### src/common/ucf_defines.svh
// Purpose: named offsets, field positions, reset values and counts
// Assumes: included by the baud divider, the port top, the testbench and the properties file
// Notes: definitions only
`ifndef UCF_DEFINES_SVH
`define UCF_DEFINES_SVH

// Register offsets on the plain register port
`define OFS_DIV_LO 3'h0
`define OFS_DIV_HI 3'h1
`define OFS_CTL_A 3'h2
`define OFS_CTL_C 3'h3
`define OFS_DATA 3'h4
`define OFS_STAT 3'h5

// Control A fields
`define A_DSE 0
`define A_TX9 1
`define A_TXEN 2
`define A_RXEN 3
`define A_DIR 4

// Control C fields
`define C_POL 0
`define C_CSZ_LO 1
`define C_CSZ_HI 3
`define C_SBS 4
`define C_PM_LO 5
`define C_PM_HI 6
`define C_UMS 7

// Status fields
`define S_BUSY 0
`define S_FULL 1
`define S_FE 2
`define S_PE 3
`define S_RX9 4

// Reset values
`define RST_CTL_A 8'h00
`define RST_CTL_C 8'h06
`define RST_DIV_LO 8'h00
`define RST_DIV_HI 4'h0

// Divisor and frame geometry
`define DIV_W 12
`define DIV_HI_W 4
`define FRM_W 13
`define NB_MIN 4'h5
`define NB_DFLT 4'h8
`define NB_MAX 4'h9
`define CSZ_9 3'h7
`define CSZ_LAST_STD 3'h3
`define START_STOP 4'h2

// Samples per bit: last index and mid index, 16 or 8 samples
`define SMP_NRM_LAST 4'hf
`define SMP_DBL_LAST 4'h7
`define SMP_NRM_MID 4'h7
`define SMP_DBL_MID 4'h3

`endif

### src/common/ucf_pkg.sv
// Purpose: state types of the serial port
// Assumes: nothing beyond the defines header
// Notes: one-hot codes written out
package ucf_pkg;

  typedef enum logic [1:0] {
    TX_IDLE = 2'b01,
    TX_SHIFT = 2'b10
  } tx_state_t;

  typedef enum logic [2:0] {
    RX_IDLE = 3'b001,
    RX_START = 3'b010,
    RX_DATA = 3'b100
  } rx_state_t;

endpackage : ucf_pkg

### src/common/clk_evt_if.sv
// Purpose: timing events passed from the clock helpers to the port
// Assumes: all signals are one-cycle pulses on clk_sys_i, but baud_tick stays high while the divisor is 0
// Notes: none
`timescale 1ns/1ps
interface clk_evt_if;
  logic baud_tick;
  logic xck_rise;
  logic xck_fall;
  modport gen_mp(output baud_tick);
  modport edge_mp(output xck_rise, output xck_fall);
  modport use_mp(input baud_tick, input xck_rise, input xck_fall);
endinterface : clk_evt_if

### src/logic/baud_divider.sv
// Purpose: programmable down-counter making the baud tick
// Assumes: reload_i is a one-cycle pulse after a low-byte write
// Notes: tick rate is clock divided by divisor plus one
`timescale 1ns/1ps
`include "ucf_defines.svh"
module baud_divider #(
  parameter int W = `DIV_W
) (
  input wire logic clk_sys_i,
  input wire logic nrst_i,
  input wire logic [W-1:0] div_i,
  input wire logic reload_i,
  clk_evt_if.gen_mp ev
);
  logic [W-1:0] cnt_r;
  logic [W-1:0] cnt_nxt;

  always_comb begin
    if (reload_i || cnt_r == '0) begin
      cnt_nxt = div_i;
    end else begin
      cnt_nxt = cnt_r - 1'b1;
    end
  end

  always_ff @(posedge clk_sys_i) begin
    if (!nrst_i) begin
      cnt_r <= '0;
    end else begin
      cnt_r <= cnt_nxt;
    end
  end

  assign ev.baud_tick = (cnt_r == '0);
endmodule : baud_divider

### src/logic/usart_clock_and_frame_format.sv
// Purpose: clock modes, baud timing and frame format of a serial port
// Assumes: 40 MHz clk_sys_i, register port with one-cycle strobes
// Notes: no transmit buffer; a data write while busy is dropped
//
// Local design decisions: the register offsets and the strobed register port.
`timescale 1ns/1ps
`include "ucf_defines.svh"
module usart_clock_and_frame_format
  import ucf_pkg::*;
(
  input wire logic clk_sys_i,
  input wire logic nrst_i,
  input wire logic [2:0] addr_i,
  input wire logic [7:0] wdata_i,
  input wire logic wr_i,
  input wire logic rd_i,
  output logic [7:0] rdata_o,
  input wire logic serial_receive_pin_i,
  output logic serial_transmit_pin_o,
  input wire logic transfer_clock_pin_i,
  output logic transfer_clock_pin_o,
  output logic transfer_clock_pin_oe_n_o
);

  function automatic logic [3:0] data_bits(input logic [2:0] csz);
    if (csz == `CSZ_9) begin
      data_bits = `NB_MAX;
    end else if (csz <= `CSZ_LAST_STD) begin
      data_bits = `NB_MIN + {1'b0, csz};
    end else begin
      data_bits = `NB_DFLT;
    end
  endfunction : data_bits

  function automatic logic parity(input logic [8:0] d,
                                  input logic [3:0] nb,
                                  input logic odd);
    logic p;
    p = odd;
    for (int i = 0; i < 9; i++) begin
      if (i < nb) begin
        p = p ^ d[i];
      end
    end
    parity = p;
  endfunction : parity

  function automatic logic [8:0] mask_data(input logic [8:0] d,
                                           input logic [3:0] nb);
    logic [8:0] m;
    m = 9'h000;
    for (int i = 0; i < 9; i++) begin
      if (i < nb) begin
        m[i] = d[i];
      end
    end
    mask_data = m;
  endfunction : mask_data

  clk_evt_if ev();

  // Register group
  logic [7:0] div_lo_r;
  logic [7:0] div_lo_nxt;
  logic [`DIV_HI_W-1:0] div_hi_r;
  logic [`DIV_HI_W-1:0] div_hi_nxt;
  logic [7:0] ctl_a_r;
  logic [7:0] ctl_a_nxt;
  logic [7:0] ctl_c_r;
  logic [7:0] ctl_c_nxt;
  logic [7:0] rdata_r;
  logic [7:0] rdata_nxt;
  logic reload_r;
  logic reload_nxt;
  logic xck_r;
  logic xck_nxt;
  logic oe_n_r;
  logic oe_n_nxt;
  logic [2:0] rxd_q_r;
  logic [2:0] rxd_q_nxt;
  logic rxd_r;
  logic rxd_nxt;

  // Transmit group
  tx_state_t tx_st_r;
  tx_state_t tx_st_nxt;
  logic [`FRM_W-1:0] tx_sh_r;
  logic [`FRM_W-1:0] tx_sh_nxt;
  logic [3:0] tx_left_r;
  logic [3:0] tx_left_nxt;
  logic [3:0] tx_pre_r;
  logic [3:0] tx_pre_nxt;
  logic tx_line_r;
  logic tx_line_nxt;

  // Receive group
  rx_state_t rx_st_r;
  rx_state_t rx_st_nxt;
  logic [3:0] rx_cnt_r;
  logic [3:0] rx_cnt_nxt;
  logic [3:0] rx_idx_r;
  logic [3:0] rx_idx_nxt;
  logic [10:0] rx_sh_r;
  logic [10:0] rx_sh_nxt;
  logic [8:0] rx_data_r;
  logic [8:0] rx_data_nxt;
  logic rx_full_r;
  logic rx_full_nxt;
  logic fe_r;
  logic fe_nxt;
  logic pe_r;
  logic pe_nxt;

  // Shared decoded settings
  logic sync_m;
  logic master;
  logic slave;
  logic dbl;
  logic pol;
  logic par_en;
  logic par_odd;
  logic two_stop;
  logic [3:0] nb;
  logic [3:0] smp_last;
  logic [3:0] smp_mid;
  logic tick;
  logic rise;
  logic fall;
  logic chg_ev;
  logic smp_ev;
  logic tx_bit_ev;
  logic tx_load;
  logic rx_done;

  assign sync_m = ctl_c_r[`C_UMS];
  assign master = sync_m & ctl_a_r[`A_DIR];
  assign slave = sync_m & ~ctl_a_r[`A_DIR];
  assign dbl = ctl_a_r[`A_DSE] & ~sync_m;
  assign pol = ctl_c_r[`C_POL];
  assign par_en = ctl_c_r[`C_PM_HI];
  assign par_odd = ctl_c_r[`C_PM_LO];
  assign two_stop = ctl_c_r[`C_SBS];
  assign nb = data_bits(ctl_c_r[`C_CSZ_HI:`C_CSZ_LO]);
  assign smp_last = dbl ? `SMP_DBL_LAST : `SMP_NRM_LAST;
  assign smp_mid = dbl ? `SMP_DBL_MID : `SMP_NRM_MID;
  // Divisor ticks are ignored in slave mode
  assign tick = ev.baud_tick & ~slave;
  assign rise = slave ? ev.xck_rise : (tick & master & ~xck_r);
  assign fall = slave ? ev.xck_fall : (tick & master & xck_r);
  assign chg_ev = pol ? fall : rise;
  assign smp_ev = pol ? rise : fall;
  assign tx_bit_ev = sync_m ? chg_ev
                            : (tick && tx_pre_r == smp_last);
  assign tx_load = wr_i && addr_i == `OFS_DATA && ctl_a_r[`A_TXEN]
                   && tx_st_r == TX_IDLE;

  baud_divider #(
    .W(`DIV_W)
  ) u_baud (
    .clk_sys_i(clk_sys_i),
    .nrst_i(nrst_i),
    .div_i({div_hi_r, div_lo_r}),
    .reload_i(reload_r),
    .ev(ev.gen_mp)
  );

  xck_edge_sync u_xsync (
    .clk_sys_i(clk_sys_i),
    .nrst_i(nrst_i),
    .pin_i(transfer_clock_pin_i),
    .ev(ev.edge_mp)
  );

  // Register port, clock pin and receive pin synchroniser
  always_comb begin
    div_lo_nxt = div_lo_r;
    div_hi_nxt = div_hi_r;
    ctl_a_nxt = ctl_a_r;
    ctl_c_nxt = ctl_c_r;
    rdata_nxt = 8'h00;
    reload_nxt = wr_i && addr_i == `OFS_DIV_LO;
    if (wr_i) begin
      case (addr_i)
        `OFS_DIV_LO: div_lo_nxt = wdata_i;
        `OFS_DIV_HI: div_hi_nxt = wdata_i[`DIV_HI_W-1:0];
        `OFS_CTL_A: ctl_a_nxt = wdata_i;
        `OFS_CTL_C: ctl_c_nxt = wdata_i;
        default: ;
      endcase
    end
    if (rd_i) begin
      case (addr_i)
        `OFS_DIV_LO: rdata_nxt = div_lo_r;
        `OFS_DIV_HI: rdata_nxt = {4'h0, div_hi_r};
        `OFS_CTL_A: rdata_nxt = ctl_a_r;
        `OFS_CTL_C: rdata_nxt = ctl_c_r;
        `OFS_DATA: rdata_nxt = rx_data_r[7:0];
        `OFS_STAT: begin
          rdata_nxt[`S_BUSY] = tx_st_r != TX_IDLE;
          rdata_nxt[`S_FULL] = rx_full_r;
          rdata_nxt[`S_FE] = fe_r;
          rdata_nxt[`S_PE] = pe_r;
          rdata_nxt[`S_RX9] = rx_data_r[8];
        end
        default: rdata_nxt = 8'h00;
      endcase
    end
    // Master toggles once per tick, so one bit spans two ticks
    xck_nxt = master ? (xck_r ^ tick) : 1'b0;
    oe_n_nxt = ~master;
    rxd_q_nxt = {rxd_q_r[1:0], serial_receive_pin_i};
    rxd_nxt = (rxd_q_r[1] == rxd_q_r[2]) ? rxd_q_r[2] : rxd_r;
  end

  always_ff @(posedge clk_sys_i) begin
    if (!nrst_i) begin
      div_lo_r <= `RST_DIV_LO;
      div_hi_r <= `RST_DIV_HI;
      ctl_a_r <= `RST_CTL_A;
      ctl_c_r <= `RST_CTL_C;
      rdata_r <= 8'h00;
      reload_r <= 1'b0;
      xck_r <= 1'b0;
      oe_n_r <= 1'b1;
      rxd_q_r <= 3'h7;
      rxd_r <= 1'b1;
    end else begin
      div_lo_r <= div_lo_nxt;
      div_hi_r <= div_hi_nxt;
      ctl_a_r <= ctl_a_nxt;
      ctl_c_r <= ctl_c_nxt;
      rdata_r <= rdata_nxt;
      reload_r <= reload_nxt;
      xck_r <= xck_nxt;
      oe_n_r <= oe_n_nxt;
      rxd_q_r <= rxd_q_nxt;
      rxd_r <= rxd_nxt;
    end
  end

  // Transmitter
  always_comb begin
    logic [`FRM_W-1:0] frm;
    logic [8:0] d;
    frm = '1;
    d = {ctl_a_r[`A_TX9], wdata_i};
    tx_st_nxt = tx_st_r;
    tx_sh_nxt = tx_sh_r;
    tx_left_nxt = tx_left_r;
    tx_pre_nxt = tx_pre_r;
    tx_line_nxt = tx_line_r;
    if (tick && !sync_m) begin
      tx_pre_nxt = (tx_pre_r == smp_last) ? 4'h0 : tx_pre_r + 4'h1;
    end
    frm[0] = 1'b0;
    for (int i = 0; i < 9; i++) begin
      if (i < nb) begin
        frm[1 + i] = d[i];
      end
    end
    if (par_en) begin
      frm[1 + nb] = parity(d, nb, par_odd);
    end
    case (tx_st_r)
      TX_IDLE: begin
        tx_line_nxt = 1'b1;
        if (tx_load) begin
          tx_sh_nxt = frm;
          tx_left_nxt = `START_STOP + nb + {3'h0, par_en}
                        + {3'h0, two_stop};
          tx_st_nxt = TX_SHIFT;
        end
      end
      TX_SHIFT: begin
        if (tx_bit_ev) begin
          if (tx_left_r != 4'h0) begin
            tx_line_nxt = tx_sh_r[0];
            tx_sh_nxt = {1'b1, tx_sh_r[`FRM_W-1:1]};
            tx_left_nxt = tx_left_r - 4'h1;
          end else begin
            // Last stop bit has had its full bit time
            tx_line_nxt = 1'b1;
            tx_st_nxt = TX_IDLE;
          end
        end
      end
      default: begin
        tx_st_nxt = TX_IDLE;
        tx_line_nxt = 1'b1;
      end
    endcase
  end

  always_ff @(posedge clk_sys_i) begin
    if (!nrst_i) begin
      tx_st_r <= TX_IDLE;
      tx_sh_r <= '1;
      tx_left_r <= 4'h0;
      tx_pre_r <= 4'h0;
      tx_line_r <= 1'b1;
    end else begin
      tx_st_r <= tx_st_nxt;
      tx_sh_r <= tx_sh_nxt;
      tx_left_r <= tx_left_nxt;
      tx_pre_r <= tx_pre_nxt;
      tx_line_r <= tx_line_nxt;
    end
  end

  // Receiver
  always_comb begin
    logic [10:0] shv;
    logic take;
    shv = rx_sh_r;
    take = 1'b0;
    rx_st_nxt = rx_st_r;
    rx_cnt_nxt = rx_cnt_r;
    rx_idx_nxt = rx_idx_r;
    rx_sh_nxt = rx_sh_r;
    rx_data_nxt = rx_data_r;
    fe_nxt = fe_r;
    pe_nxt = pe_r;
    rx_done = 1'b0;
    case (rx_st_r)
      RX_IDLE: begin
        rx_cnt_nxt = 4'h0;
        rx_idx_nxt = 4'h0;
        if (ctl_a_r[`A_RXEN] && !rxd_r) begin
          if (sync_m && smp_ev) begin
            rx_st_nxt = RX_DATA;
          end else if (!sync_m && tick) begin
            rx_st_nxt = RX_START;
          end
        end
      end
      RX_START: begin
        if (tick) begin
          if (rx_cnt_r == smp_mid) begin
            // A short low pulse is a false start
            rx_st_nxt = rxd_r ? RX_IDLE : RX_DATA;
            rx_cnt_nxt = 4'h0;
          end else begin
            rx_cnt_nxt = rx_cnt_r + 4'h1;
          end
        end
      end
      RX_DATA: begin
        if (sync_m) begin
          take = smp_ev;
        end else if (tick) begin
          take = rx_cnt_r == smp_last;
          rx_cnt_nxt = take ? 4'h0 : rx_cnt_r + 4'h1;
        end
        if (take) begin
          shv[rx_idx_r] = rxd_r;
          rx_sh_nxt = shv;
          rx_idx_nxt = rx_idx_r + 4'h1;
          if (rx_idx_r == nb + {3'h0, par_en}) begin
            // Back to idle on the first stop bit
            rx_done = 1'b1;
            rx_st_nxt = RX_IDLE;
            fe_nxt = ~rxd_r;
            pe_nxt = par_en
                     && shv[nb] != parity(shv[8:0], nb, par_odd);
            rx_data_nxt = mask_data(shv[8:0], nb);
          end
        end
      end
      default: rx_st_nxt = RX_IDLE;
    endcase
    // A frame finishing in the reading cycle keeps the flag set
    if (rx_done) begin
      rx_full_nxt = 1'b1;
    end else if (rd_i && addr_i == `OFS_DATA) begin
      rx_full_nxt = 1'b0;
    end else begin
      rx_full_nxt = rx_full_r;
    end
  end

  always_ff @(posedge clk_sys_i) begin
    if (!nrst_i) begin
      rx_st_r <= RX_IDLE;
      rx_cnt_r <= 4'h0;
      rx_idx_r <= 4'h0;
      rx_sh_r <= 11'h000;
      rx_data_r <= 9'h000;
      rx_full_r <= 1'b0;
      fe_r <= 1'b0;
      pe_r <= 1'b0;
    end else begin
      rx_st_r <= rx_st_nxt;
      rx_cnt_r <= rx_cnt_nxt;
      rx_idx_r <= rx_idx_nxt;
      rx_sh_r <= rx_sh_nxt;
      rx_data_r <= rx_data_nxt;
      rx_full_r <= rx_full_nxt;
      fe_r <= fe_nxt;
      pe_r <= pe_nxt;
    end
  end

  assign rdata_o = rdata_r;
  assign serial_transmit_pin_o = tx_line_r;
  assign transfer_clock_pin_o = xck_r;
  assign transfer_clock_pin_oe_n_o = oe_n_r;
endmodule : usart_clock_and_frame_format

### src/logic/xck_edge_sync.sv
// Purpose: synchronise the external transfer clock and find its edges
// Assumes: external clock below a quarter of clk_sys_i
// Notes: a level counts once the second and third stages agree
`timescale 1ns/1ps
module xck_edge_sync (
  input wire logic clk_sys_i,
  input wire logic nrst_i,
  input wire logic pin_i,
  clk_evt_if.edge_mp ev
);
  logic [2:0] q_r;
  logic [2:0] q_nxt;
  logic lvl_r;
  logic lvl_nxt;
  logic rise_r;
  logic rise_nxt;
  logic fall_r;
  logic fall_nxt;

  always_comb begin
    q_nxt = {q_r[1:0], pin_i};
    lvl_nxt = lvl_r;
    rise_nxt = 1'b0;
    fall_nxt = 1'b0;
    // First stage q_r[0] feeds only the second stage
    if (q_r[1] == q_r[2] && q_r[2] != lvl_r) begin
      lvl_nxt = q_r[2];
      rise_nxt = q_r[2];
      fall_nxt = ~q_r[2];
    end
  end

  always_ff @(posedge clk_sys_i) begin
    if (!nrst_i) begin
      q_r <= 3'h0;
      lvl_r <= 1'b0;
      rise_r <= 1'b0;
      fall_r <= 1'b0;
    end else begin
      q_r <= q_nxt;
      lvl_r <= lvl_nxt;
      rise_r <= rise_nxt;
      fall_r <= fall_nxt;
    end
  end

  assign ev.xck_rise = rise_r;
  assign ev.xck_fall = fall_r;
endmodule : xck_edge_sync
### config.mk
export PLATFORM = sky130hd
export DESIGN_NAME = usart_clock_and_frame_format
export DESIGN_NICKNAME = d
export VERILOG_FILES = /design/src/common/ucf_pkg.sv /design/src/common/clk_evt_if.sv /design/src/logic/baud_divider.sv /design/src/logic/usart_clock_and_frame_format.sv /design/src/logic/xck_edge_sync.sv
export VERILOG_INCLUDE_DIRS = /design/src /design/src/common
export SDC_FILE = /design/constraint.sdc
export NUM_CORES = 1
export LEC_CHECK = 0
export BUFFER_PORTS_ARGS = -buffer_cell sky130_fd_sc_hd__buf_4
export CAP_MARGIN = 10
export CELL_PAD_IN_SITES_DETAIL_PLACEMENT = 0
export CELL_PAD_IN_SITES_GLOBAL_PLACEMENT = 1
export CORE_MARGIN = 8
export CORE_UTILIZATION = 50
export CTS_CLUSTER_DIAMETER = 50
export CTS_CLUSTER_SIZE = 25
export DETAILED_ROUTE_END_ITERATION = 16
export PLACE_DENSITY = 0.95
export SLEW_MARGIN = 30
export SYNTH_ARGS = -nofsm -noshare
export SYNTH_HDL_FRONTEND = slang
export SYNTH_SLANG_ARGS = --single-unit
### constraint.sdc
create_clock -name clk_sys_i -period 9.3 [get_ports clk_sys_i]
set_input_delay 1.86 -clock clk_sys_i [delete_from_list [all_inputs] [get_ports clk_sys_i]]
set_output_delay 1.86 -clock clk_sys_i [all_outputs]
set_load 0.05 [all_outputs]
After elaboration in Yosys (flattened, before gate mapping). Index checks and enable logic that the tools add are counted.

Register bits: 119. Latch bits: 0. Bits in writable memories: 0. ROM bits: 0. Input port bits: 17. Output and inout port bits: 11. Logic and storage cells: 289. Memories kept: 0.

Add/sub/neg operators: 11. $mul: 0. Divide/modulo/power cells: 0. $lt $le $gt $ge: 15. Equality and inequality tests: 32. Shift-type cells: 0. Multiplexer cells: 132. Bitwise gates (word level): 33. Reduce and logical (&&, ||, !) cells: 38.

Operators by type and width (number): $mux 1 (89); $mux 13 (4); $mux 4 (13); $pmux 5 s6 (1); $mux 3 (9); $pmux 13 s2 (1); $ne 2x2->1 const B (11); $reduce_and 2->1 (10); $xor 1x1->1 (19); $lt 3x4->1 const A (4); $pmux 4 s2 (2); $bwmux 13 (1); $logic_and 1x1->1 (13); $add 4x1->4 (3); $add 4x1->4 const B (3); $eq 3x3->1 const B (4); $eq 4x4->1 (3); $logic_not 12->1 (1); $mux 12 (1); $pmux 3 s4 (1); $pmux 4 s3 (1); $sub 12x1->12 const B (1); $bwmux 11 (1); $lt 4x5->1 const B (2); 36 further kinds (63).

Logic depth before layout (Yosys ltp). Gate-level depths: netlist of run 1.

Depth in word-level cells: 54. Mapped depth: 14. Gate-level depth less buffers: 13.

Modules after synthesis. A second synthesis of run 1 with hierarchy kept.

Cells, all modules: 780. Area total of the unflattened synthesis: 6557.5 µm².

By module, submodules not included: usart_clock_and_frame_format (instances 1, cells an instance 687, area each 5657.9 µm², sequential area each 2021.9 µm²); baud_divider (instances 1, cells an instance 78, area each 724.4 µm², sequential area each 240.2 µm²); xck_edge_sync (instances 1, cells an instance 15, area each 175.2 µm², sequential area each 120.1 µm²).

Least setup slack after synthesis of run 1. OpenSTA, ideal clock, no wires.

Path kind: input to register. Start point: in addr_i[2]. End point: reg tx_sh_r[12]. Setup time: 143 ps. Arrival time: 3586 ps. Data required time: 9157 ps. Setup slack: 5570 ps. Stages on the path: 9. Buffers on the path: 3. Path through: clkbuf_1 -> nor2b_1 -> clkbuf_1 -> a31o_2 -> and2_1 -> o21ai_0 -> clkbuf_1 -> nor4_1 -> o221ai_1.

Cells in the longest elaborated chain, start to end: 6.

Ends and longest elaborated chain: start: declaration (RTL line usart_clock_and_frame_format.sv:13) `input wire logic [2:0] addr_i,`; $eq 3x3->1; $logic_and 1x1->1 (no source line); $logic_and 1x1->1 (2 in a row) (RTL line usart_clock_and_frame_format.sv:154) `` assign tx_load = wr_i && addr_i == `OFS_DATA && ctl_a_r[`A_TXEN] ``; $ne 2x2->1 (no source line); $reduce_and 4->1 (no source line); end signal: assignment (RTL line usart_clock_and_frame_format.sv:303) `tx_sh_r <= tx_sh_nxt;`; end: declaration (RTL line usart_clock_and_frame_format.sv:87) `` logic [`FRM_W-1:0] tx_sh_r; ``.

Every way passes these cells. A chain may end at the register's enable or synchronous reset.

Final worst setup path of run 1.
Start point: reg u_baud.cnt_r[7]. End point: reg pe_r.

Cells in the longest elaborated chain, start to end: 9. Elaborated cells between the ends (all ways): 12. Classes of those cells: mux (6); bitwise (4); reduce/logical (2).

Ends and longest elaborated chain: start: declaration (RTL line baud_divider.sv:15) `logic [W-1:0] cnt_r;`; start signal: assignment (RTL line baud_divider.sv:30) `cnt_r <= cnt_nxt;`; $logic_not 12->1 (*) (RTL line baud_divider.sv:34) `assign ev.baud_tick = (cnt_r == '0);`; $and 1x1->1 (*) (RTL line usart_clock_and_frame_format.sv:147) `assign tick = ev.baud_tick & ~slave;`; $and 1x1->1 (RTL line usart_clock_and_frame_format.sv:148, usart_clock_and_frame_format.sv:149); $and 1x1->1 (on tied branches) (RTL line usart_clock_and_frame_format.sv:149, usart_clock_and_frame_format.sv:148); $mux 1 (on tied branches) (RTL line usart_clock_and_frame_format.sv:149, usart_clock_and_frame_format.sv:148); $mux 1 (RTL line usart_clock_and_frame_format.sv:151) `assign smp_ev = pol ? rise : fall;`; $mux 1 (*) (RTL line usart_clock_and_frame_format.sv:348) `if (sync_m) begin`; $mux 1 (*) (RTL line usart_clock_and_frame_format.sv:324) `case (rx_st_r)`; $reduce_and 3->1 (no source line) (*); end signal: assignment (RTL line usart_clock_and_frame_format.sv:399) `pe_r <= pe_nxt;`; end: declaration (RTL line usart_clock_and_frame_format.sv:111) `logic pe_r;`.

Every way passes the cells marked *; elsewhere a longest branch is shown, timed or not. The select of a mux whose other input is x is not followed.

==> metrics.cfg, run 1 <==
[run_status]
status=completed

[yosys]
avgSynthCellArea_sq_um=8.111
synth_cell_types=67
synth_top_cell_area_share_pct=37.51
yosysTopAreaCell=dfxtp_1
synth_area_leaders=dfxtp_1 38%, nand2_1 6.0%, nor2_1 5.9%
syn_inst=783
ys.flop_type=dfxtp_1
syn_nets=816
synth_edf_count=0
ys_warn_count=0
ys_async_sr_fraction_pct=0
syn_area_sq_mm=0.006351
ys_ff_latch=119
seq_area_frac_synth_pct=37.51

[timing]
finalSetupViolCount=0
finalCriticalPeriod_ns=3.870
finalCritPeriodShare_pct=41.61
slew_headroom_pct=45.53
slew_viol_final=0
fin_skew_ns=0.007188
hold_ws_ns=0.4057
hold_viol=0
fin_tns_setup_ns=0
max_freq_mhz=258.4
rsz0062_at_grt=no
tightest_slew_ns=0.8171

[critical_path]
crit_family=simple AND/OR/NAND/NOR gates
arrival_ns=4.22
cp_cell_sequence=or4_1, or4_4, or4_4, a31oi_4, nand2_2, or3_1, a21oi_1
crit_buf_inv=0
cp_slowest_cell=a31oi_4
required_ns=9.65
startpoint_type=flip-flop
worstPathMaxFanout=32
path_class=flip-flop to flip-flop
crit_path_frequent_cell=or4_4
cpPeakStageDelay_ns=0.69
end_kind=flip-flop

[placement]
port_buffers=27
dp_hpwl_mm=12.23
gp_congestion=0.9117

[layout]
drive_gt1_share_pct=10.90
fin_nets=819
diodes=0
area_delta_synth_final_pct=13.26

[floorplan]
die_height_um=128.7
io-pin-count=28
start_util_pct=50.74
die_area_sq_mm=0.01657
num_rows=41
core_sq_mm=0.01252
die_x_um=128.7

[clocking]
path_clk_slew_ns=0.05
ctsResizeCount=0
htreeDepth=4
ctsHoldBuffers=0
cts_tree=done
clock_latency_ns=0.42
cts.sinks=119
post_cts_buffers=0
cts_made_buffers=17
root_buffer=clkbuf_16
cts_buffer_depth=2

[power]
p_leak_nw=2.642
ir_worst_vdd_uv=165.2
power.net_switching_mw=0.4441
switching_share_pct=29.38
intPower_mw=1.067
p_comb_share_pct=20.2
power.density_mw_per_mm2=210.1
seq_power_share_pct=38.8
p_clk_share_pct=41.0

[job]
cap_violations=0

[routing]
antenna_left=0
wl_per_cell_um=17.65
vias=5746
routed_via_density=5.924
dr.pass1.iters=5
drt_wl_total_mm=17.12
drc=0
drt-initial-drc-count=737

[grt]
grt_pass1_wl_mm=27.54
grt-ovfl-total=0
antenna_found_initial=0
grt_pass1_vias=5323
grt_max_degree=47
gr-usage-all-layers_pct=21.03

[min_path]
hp-class=flip-flop to flip-flop

## metal layers
| metal | global-route usage, % | up-vias | part of all wire (%) |
|---|---|---|---|
| met2 | 32.76 | 214 | 46 |
| li1 | - | 2781 | - |
| met1 | 27.28 | 2709 | 45 |
| met3 | 5.627 | 42 | 7.1 |
| met5 | 0 | - | 0 |
| met4 | 7.878 | 0 | 2.4 |
## synthesized netlist by cell type (4+ instances only)
master,n
o31ai_1,6
and2_1,8
mux2_2,6
o211ai_1,8
a22oi_1,5
o21ai_0,23
xnor2_1,20
clkbuf_1,38
nand3_1,24
nor3b_1,7
ha_1,15
a221oi_1,4
nand4_1,7
o221ai_1,4
nor2b_1,12
nand2_1,101
nor4_1,10
nand2b_1,14
a211oi_1,26
nor3_1,16
mux2i_1,26
buf_1,5
nand3b_1,9
a21oi_1,65
a31oi_1,10
dfxtp_1,119
or2_2,5
nor2_1,100
xor2_1,11
inv_1,20
## worst paths after layout
kind                end             from  cells after the start  slack (ns)
max                pe_r  u_baud.cnt_r[7]                      7        5.43
min          rxd_q_r[1]       rxd_q_r[0]                      1        0.41
max reg2reg        pe_r  u_baud.cnt_r[7]                      7        5.43
min reg2reg  rxd_q_r[1]       rxd_q_r[0]                      1        0.41
## sequential cells by signal, summed over array words and instances (netlist names), 4 cells and up
signal,count
div_hi_r,4
tx_pre_r,4
ctl_c_r,8
rx_idx_r,4
rx_data_r,9
rx_cnt_r,4
rx_sh_r,11
div_lo_r,8
tx_sh_r,13
rdata_o,8
u_baud.cnt_r,12
ctl_a_r,8
tx_left_r,4
## placed cells by master, fill, tap and decap left out, drive strengths merged, types with 14 or more instances in the layout
master / instances
nand2: 102
o21ai: 23
mux2i: 26
nor2: 100
buf: 31
xnor2: 20
nand2b: 14
nor3: 16
a21oi: 65
ha: 15
a211oi: 26
clkbuf: 22
dfxtp: 119
nand3: 24
inv: 21
## final cells by class
class,count,area (sq um)
fill,1148,5324
sequential,119,2382
tap,172,215.2
timing repair buffer,31,232.7
clock buffer,22,484.2
inverter,21,78.83
clock inverter,9,75.07
multi-input combinational,596,3725
## power groups by stage
stage,Combinational [mW],Clock (mW),Sequential (mW)
floorplan,0.241,0,0.587
detailed placement,0.301,0,0.595
global placement,0.290,0,0.592
finish,0.306,0.620,0.586
global route,0.339,0.651,0.591
CTS,0.303,0.624,0.585
## through the flow
| stage | setup WS [ns] | utilization (%) | std cells | area [sq um] | power (mW) |
|---|---|---|---|---|---|
| 3_3_place_gp | 5.390 | 52.85 | 939 | 6615 | 0.8822 |
| 3_5_place_dp | 5.227 | 52.90 | 939 | 6621 | 0.8961 |
| 2_1_floorplan | 5.570 | - | 783 | 6351 | 0.8279 |
| 4_1_cts | 5.197 | 57.37 | 970 | 7181 | 1.512 |
| 5_1_grt | 5.158 | 57.47 | 970 | 7193 | 1.581 |
| 6_report | 5.430 | 57.47 | 970 | 7193 | 1.511 |
## logic make-up after synthesis
group	count (synthesis)	synth area share [%]
fa+ha+maj	16	3.270
xor+xnor	35	5.713
simple gates	330	24.67
mux	35	6.225
buf+inv	68	4.137
flops	119	37.51
compound gates	180	18.48
(Power assumes the default switching activity.)
==> inputs of run 2 (changes only) <==
ABC_AREA = 1   (was unset)
CORE_UTILIZATION = 41   (was 50)
PLACE_DENSITY = 0.88   (was 0.95)
clock period = 3.2 ns   (was 9.3 ns; I/O delays follow)
==> metrics.cfg, run 2 <==
[run_status]
status=completed

[floorplan]
num_rows=46  ; +12%
io-pin-count=28  ; unchanged
die_height_um=142.5  ; +11%
start_util_pct=41.60  ; -9.1 points
core_sq_mm=0.01577  ; +26%
die_area_sq_mm=0.02030  ; +23%
die_x_um=142.5  ; +11%

[layout]
design_area_sq_mm=0.007574  ; +5.3%
fin_nets=1028  ; +26%
diodes=0  ; unchanged
largestRegisters=tx_sh_r: 13 flops, u_baud.cnt_r: 12 flops, rx_sh_r: 11 flops
layout.cells.most_common=nand2_1
largest-register=tx_sh_r
drive_gt1_share_pct=12.62  ; +1.7 points
area_delta_synth_final_pct=15.45
largest_reg_flops=13  ; unchanged
nFillCells=1647  ; +43%
final_cell_mix=203 x nand2_1, 128 x inv_1, 119 x dfxtp_1, 100 x a21oi_1, 83 x o21ai_0

[placement]
place_area_sq_mm=0.006980  ; +5.4%
port_buffers=27  ; unchanged
dp_hpwl_mm=13.65  ; +12%
gp_congestion=0.9321  ; +2.2%

[yosys]
synth_edf_count=0  ; unchanged
yosysTopAreaCell=dfxtp_1
seq_area_frac_synth_pct=36.32  ; -1.2 points
ys_ff_latch=119  ; unchanged
syn_nets=998  ; +22%
synth-compound-area-share_pct=17.78  ; -0.70 points
synth_area_leaders=dfxtp_1 36%, nand2_1 12%, a21oi_1 7.6%
syn_area_sq_mm=0.006560  ; +3.3%
synth_top_family_by_area=simple AND/OR/NAND/NOR gates
synth_top_cell_area_share_pct=36.32  ; -1.2 points
synth_most_common_cell=nand2_1
synth_xor_area_share_pct=1.602  ; -4.1 points
synthTopCellsByCount=203 x nand2_1, 128 x inv_1, 119 x dfxtp_1, 100 x a21oi_1, 83 x o21ai_0
ys_warn_count=0  ; unchanged
avgSynthCellArea_sq_um=6.798  ; -16%
ys_async_sr_fraction_pct=0  ; unchanged
syn_inst=965  ; +23%
synth-simple-area-share_pct=30.63  ; +6.0 points
synth_cell_types=42  ; -37%
synthAdderAreaFrac_pct=3.166  ; -0.10 points
synthMuxAreaShare_pct=0  ; -6.2 points
ys.flop_type=dfxtp_1

[routing]
drt-initial-drc-count=499  ; -32%
wl_per_cell_um=14.90  ; -16%
dr.pass1.iters=6  ; +1
vias=6291  ; +9.5%
routed_via_density=5.148  ; -13%
drt_wl_total_mm=18.21  ; +6.4%
antenna_left=0  ; unchanged
drc=0  ; unchanged

[grt]
grt_max_degree=55  ; +17%
grt-ovfl-total=0  ; unchanged
gr-usage-all-layers_pct=18.75  ; -2.3 points
grt_pass1_wl_mm=29.92  ; +8.6%
antenna_found_initial=0  ; unchanged
grt_pass1_vias=5858  ; +10%

[clocking]
htreeDepth=4  ; unchanged
ctsHoldBuffers=0  ; unchanged
cts_tree=done
post_cts_buffers=0  ; unchanged
root_buffer=clkbuf_16
cts_buffer_depth=2  ; unchanged
clock_latency_ns=0.42  ; about the same
ctsResizeCount=0  ; unchanged
cts.sinks=119  ; unchanged
path_clk_slew_ns=0.06  ; about the same
cts_made_buffers=17  ; unchanged

[timing]
max_freq_mhz=354.6  ; +37%
slew_viol_final=0  ; unchanged
finalCriticalPeriod_ns=2.820  ; -1.050 ns
tightest_slew_ns=0.4983  ; -0.3187 ns
finalCritPeriodShare_pct=88.14  ; +47 points
rsz0062_at_grt=no
fin_tns_setup_ns=0  ; unchanged
slew_headroom_pct=65.92  ; +20 points
finalSetupViolCount=0  ; unchanged
fin_skew_ns=0.01040  ; +0.003211 ns
hold_viol=0  ; unchanged

[critical_path]
cp_slowest_cell=dfxtp_1
cp_cell_sequence=ha_1, ha_1, inv_1, nand2_4, nand3_4, inv_1, ha_1, xor2_1, a21oi_1, nand2_1, nor3_2, nand3_1, buf_4, o21ai_0, a21oi_1
required_ns=3.50  ; -6.15 ns
end_kind=flip-flop
cpPeakStageDelay_ns=0.35  ; -0.34 ns
arrival_ns=3.12  ; -1.10 ns
startpoint_type=flip-flop
crit_path_frequent_cell=ha_1
worstPathMaxFanout=22  ; -31%
path_class=flip-flop to flip-flop

[job]
cap_violations=0  ; unchanged

[power]
p_leak_nw=3.338  ; +26%
ir_worst_vdd_uv=400.0  ; +140%
power.density_mw_per_mm2=597.0  ; +180%
power_mw=4.522  ; +200%

[min_path]
hp-class=primary input to flip-flop

==> run 2: path summary, 6_finish.rpt <==
check / from / end / slack [ns] / cells past startpoint
max: ctl_c_r[1] / rx_data_r[8] / 0.38 / 15
min: transfer_clock_pin_i / u_xsync.q_r[0] / 0.40 / 3
max reg2reg: ctl_c_r[1] / rx_data_r[8] / 0.38 / 15
min reg2reg: u_xsync.q_r[0] / u_xsync.q_r[1] / 0.41 / 2
==> run 2: metrics by stage <==
stage	hold slack, ns	util [%]	setup WS [ns]	std cells
after floorplan	0.3905	-	0.7050	965
after global placement	0.3952	44.26	0.4509	1192
after detailed placement	0.3947	44.26	0.4341	1192
after CTS	0.3785	48.02	0.4055	1222
after global routing	0.3879	48.02	0.01441	1222
final	0.3962	48.02	0.3796	1222
==> run 2: critical path: cells and delay by family (launching register included) <==
kind,cells,cell delay [ns]
AND/OR/NAND/NOR,5,0.59
XOR/XNOR,1,0.14
AO/OA/AOI/OAI,3,0.45
buffers and inverters,3,0.41
flip-flops,1,0.35
adder cells (fa/ha/maj),3,0.75
==> run 2: logic make-up after synthesis <==
group,count (synthesis)
flip-flops,119
buffers and inverters,171
AO/OA/AOI/OAI,220
XOR/XNOR,12
AND/OR/NAND/NOR,427
adder cells (fa/ha/maj),16
==> run 2: power by group <==
group / switching [mW] / total (mW) / internal, mW
combinational: 0.587 / 0.890 / 0.304
sequential: 0.0800 / 1.69 / 1.61
clock: 0.704 / 1.94 / 1.23
==> run 2: final cells by class <==
| cell class | count | area (sq um) | area share [%] |
|---|---|---|---|
| multi-input combinational | 675 | 3488 | 46.06 |
| sequential | 119 | 2382 | 31.46 |
| inverter | 141 | 531.8 | 7.021 |
| clock buffer | 18 | 439.2 | 5.799 |
| timing repair buffer | 41 | 307.8 | 4.064 |
| tap | 216 | 270.3 | 3.568 |
| clock inverter | 12 | 153.9 | 2.032 |
==> run 2: metal layers <==
layer / track usage, % / up-vias / share of wire (%)
li1: - / 3239 / -
met1: 23.71 / 2816 / 46
met2: 29.26 / 185 / 45
met3: 4.529 / 51 / 6.2
met4: 9.172 / 0 / 3.3
met5: 0 / - / 0
==> inputs of run 3 (changes only) <==
==> constraint.sdc (replaced) <==
create_clock -name clk_sys_i -period 3.2 [get_ports clk_sys_i]
set_input_delay 0.48 -clock clk_sys_i [delete_from_list [all_inputs] [get_ports clk_sys_i]]
set_output_delay 0.48 -clock clk_sys_i [all_outputs]
set_load 0.05 [all_outputs]
==> metrics.cfg, run 3 (same netlist as run 2, synthesis figures left out) <==
[clocking]
cts_tree=done
ctsResizeCount=0  ; unchanged
cts_buffer_depth=2  ; unchanged
post_cts_buffers=0  ; unchanged
cts.sinks=119  ; unchanged
path_clk_slew_ns=0.06  ; about the same
htreeDepth=4  ; unchanged
ctsHoldBuffers=0  ; unchanged
clock_latency_ns=0.43  ; about the same
root_buffer=clkbuf_16
cts_made_buffers=17  ; unchanged

[grt]
use_met1_pct=24.62  ; +0.91 points
antenna_found_initial=1  ; +1
globalRouteMet2Util_pct=29.06  ; -0.20 points
grt-ovfl-total=0  ; unchanged
grt_pass1_vias=5735  ; -2.1%
gr-usage-all-layers_pct=18.67  ; -0.075 points
met3_usage_pct=3.656  ; -0.87 points
grt_max_degree=80  ; +45%
grt_pass1_wl_mm=29.77  ; -0.48%
gr-max-usage-layer=met2

[placement]
gp_congestion=0.9392  ; +0.76%
port_buffers=27  ; unchanged
dp_hpwl_mm=13.60  ; -0.33%
place_area_sq_mm=0.006973  ; -0.11%

[layout]
multi_input_area_sq_mm=0.003491  ; about the same
final_cell_mix=202 x nand2_1, 128 x inv_1, 119 x dfxtp_1, 100 x a21oi_1, 83 x o21ai_0
largest_reg_flops=13  ; unchanged
diodes=0  ; unchanged
drive_gt1_share_pct=12.71  ; +0.087 points
largest-register=tx_sh_r
largestRegisters=tx_sh_r: 13 flops, u_baud.cnt_r: 12 flops, rx_sh_r: 11 flops
seqCellArea_sq_mm=0.002382  ; unchanged
fin_util_pct=47.97  ; -0.056 points
layout.cells.most_common=nand2_1
design_area_sq_mm=0.007565  ; -0.12%
area_delta_synth_final_pct=15.32
fin_nets=1027  ; -0.097%
nFillCells=1640  ; -0.43%

[floorplan]
core_sq_mm=0.01577  ; unchanged
die_height_um=142.5  ; unchanged
die_area_sq_mm=0.02030  ; unchanged
num_rows=46  ; unchanged
start_util_pct=41.60  ; unchanged
io-pin-count=28  ; unchanged
die_x_um=142.5  ; unchanged

[routing]
drt_wl_total_mm=18.23  ; about the same
drc=0  ; unchanged
antenna_left=0  ; unchanged
vias=6310  ; +0.30%
routed_via_density=5.159  ; +0.22%
dr.pass1.iters=5  ; -1
drt-initial-drc-count=487  ; -2.4%
wl_per_cell_um=14.90  ; about the same

[critical_path]
worstSetupEndpoint=pe_r
required_ns=3.53  ; +0.03 ns
cp_cell_sequence=ha_1, ha_1, inv_1, nand2_4, nand3_4, inv_1, ha_1, xor2_1, a21oi_1, nand2_1, nor3_2, nand3_1, buf_4, nor2_1, nand3_1, a21oi_1
arrival_ns=3.12  ; about the same
cp_slowest_cell=dfxtp_1
crit_path_frequent_cell=ha_1
r2r_start=ctl_c_r[1]
path_class=flip-flop to flip-flop
crit_path_start=ctl_c_r[1]
worstPathMaxFanout=22  ; unchanged
r2r_setup_slack_ns=0.41  ; +0.03 ns
reg2regPathDepth=16  ; +1
reg2reg_to=pe_r
end_kind=flip-flop
startpoint_type=flip-flop
cpPeakStageDelay_ns=0.34  ; about the same

[power]
p_leak_nw=3.332  ; -0.17%
ir_worst_vdd_uv=397.3  ; -0.68%
power.density_mw_per_mm2=593.3  ; -0.63%

[timing]
tightest_slew_ns=0.9329  ; +0.4346 ns
max_freq_mhz=358.9  ; +1.2%
hold_viol=0  ; unchanged
rsz0062_at_grt=no
finalCriticalPeriod_ns=2.786  ; -0.03443 ns
finalSetupViolCount=0  ; unchanged
fin_skew_ns=0.01024  ; -0.0001613 ns
finalCritPeriodShare_pct=87.06  ; -1.1 points
slew_headroom_pct=37.42  ; -28 points
fin_tns_setup_ns=0  ; unchanged
slew_viol_final=0  ; unchanged

[run_status]
status=completed

[job]
cap_violations=0  ; unchanged

[min_path]
min_from=transfer_clock_pin_i
hp-class=primary input to flip-flop

-- run 3: cell types whose count changed in the layout (fill, tap and decap cells not counted) --
cell,before,now
clkbuf_1,0,1
clkinvlp_4,3,2
clkinv_2,3,2
buf_4,41,40
inv_6,1,2
nand2_2,11,12
bufinv_16,3,2
nand2_1,203,202
clkinv_4,2,5
-- run 3: per-layer routing --
layer / part of all wire, % / wire length [um]
met3: 5.7 / 1044
met2: 45 / 8190
met1: 47 / 8516
met4: 2.6 / 476
met5: 0 / 0
-- run 3: how the worst min path moves through the flow --
stage | end | cells past startpoint | slack [ns]
5_1_grt | rxd_q_r[0] | 2 | 0.23
4_1_cts | u_xsync.q_r[0] | 3 | 0.22
3_3_place_gp | rxd_q_r[1] | 1 | 0.40
2_1_floorplan | u_xsync.q_r[1] | 2 | 0.39
6_report | u_xsync.q_r[0] | 3 | 0.24
3_5_place_dp | rxd_q_r[1] | 1 | 0.40
-- run 3: critical path: cells and delay by family (launching register included) --
family / cells / cell delay [ns]
AND/OR/NAND/NOR: 7 / 0.79
adder cells (fa/ha/maj): 3 / 0.76
buffers and inverters: 3 / 0.41
flip-flops: 1 / 0.34
AO/OA/AOI/OAI: 2 / 0.24
XOR/XNOR: 1 / 0.15
-- run 3: metrics by stage --
| step | total power, mW | setup slack [ns] | std cells | hold WS, ns |
|---|---|---|---|---|
| floorplan | 2.404 | 0.7050 | 965 | 0.3905 |
| global placement | 2.598 | 0.4200 | 1191 | 0.3970 |
| detailed placement | 2.604 | 0.4070 | 1191 | 0.4010 |
| CTS | 4.517 | 0.3983 | 1223 | 0.2240 |
| global route | 4.742 | 0.1402 | 1223 | 0.2332 |
| finish | 4.488 | 0.4140 | 1223 | 0.2379 |
-- run 3: area by class of cell --
cell class,count,share of cell area (%)
tap,216,3.573
sequential,119,31.49
inverter,141,7.029
clock inverter,13,1.935
clock buffer,19,5.855
timing repair buffer,40,3.970
multi-input combinational,675,46.15
-- run 3: report_power, final --
group / internal [mW] / total [mW] / switching (mW) / leakage (nW)
Clock: 1.17 / 1.90 / 0.728 / 0.284
Combinational: 0.305 / 0.895 / 0.590 / 2.08
Sequential: 1.61 / 1.69 / 0.0795 / 0.968
Total: 3.09 / 4.49 / 1.40 / 3.33
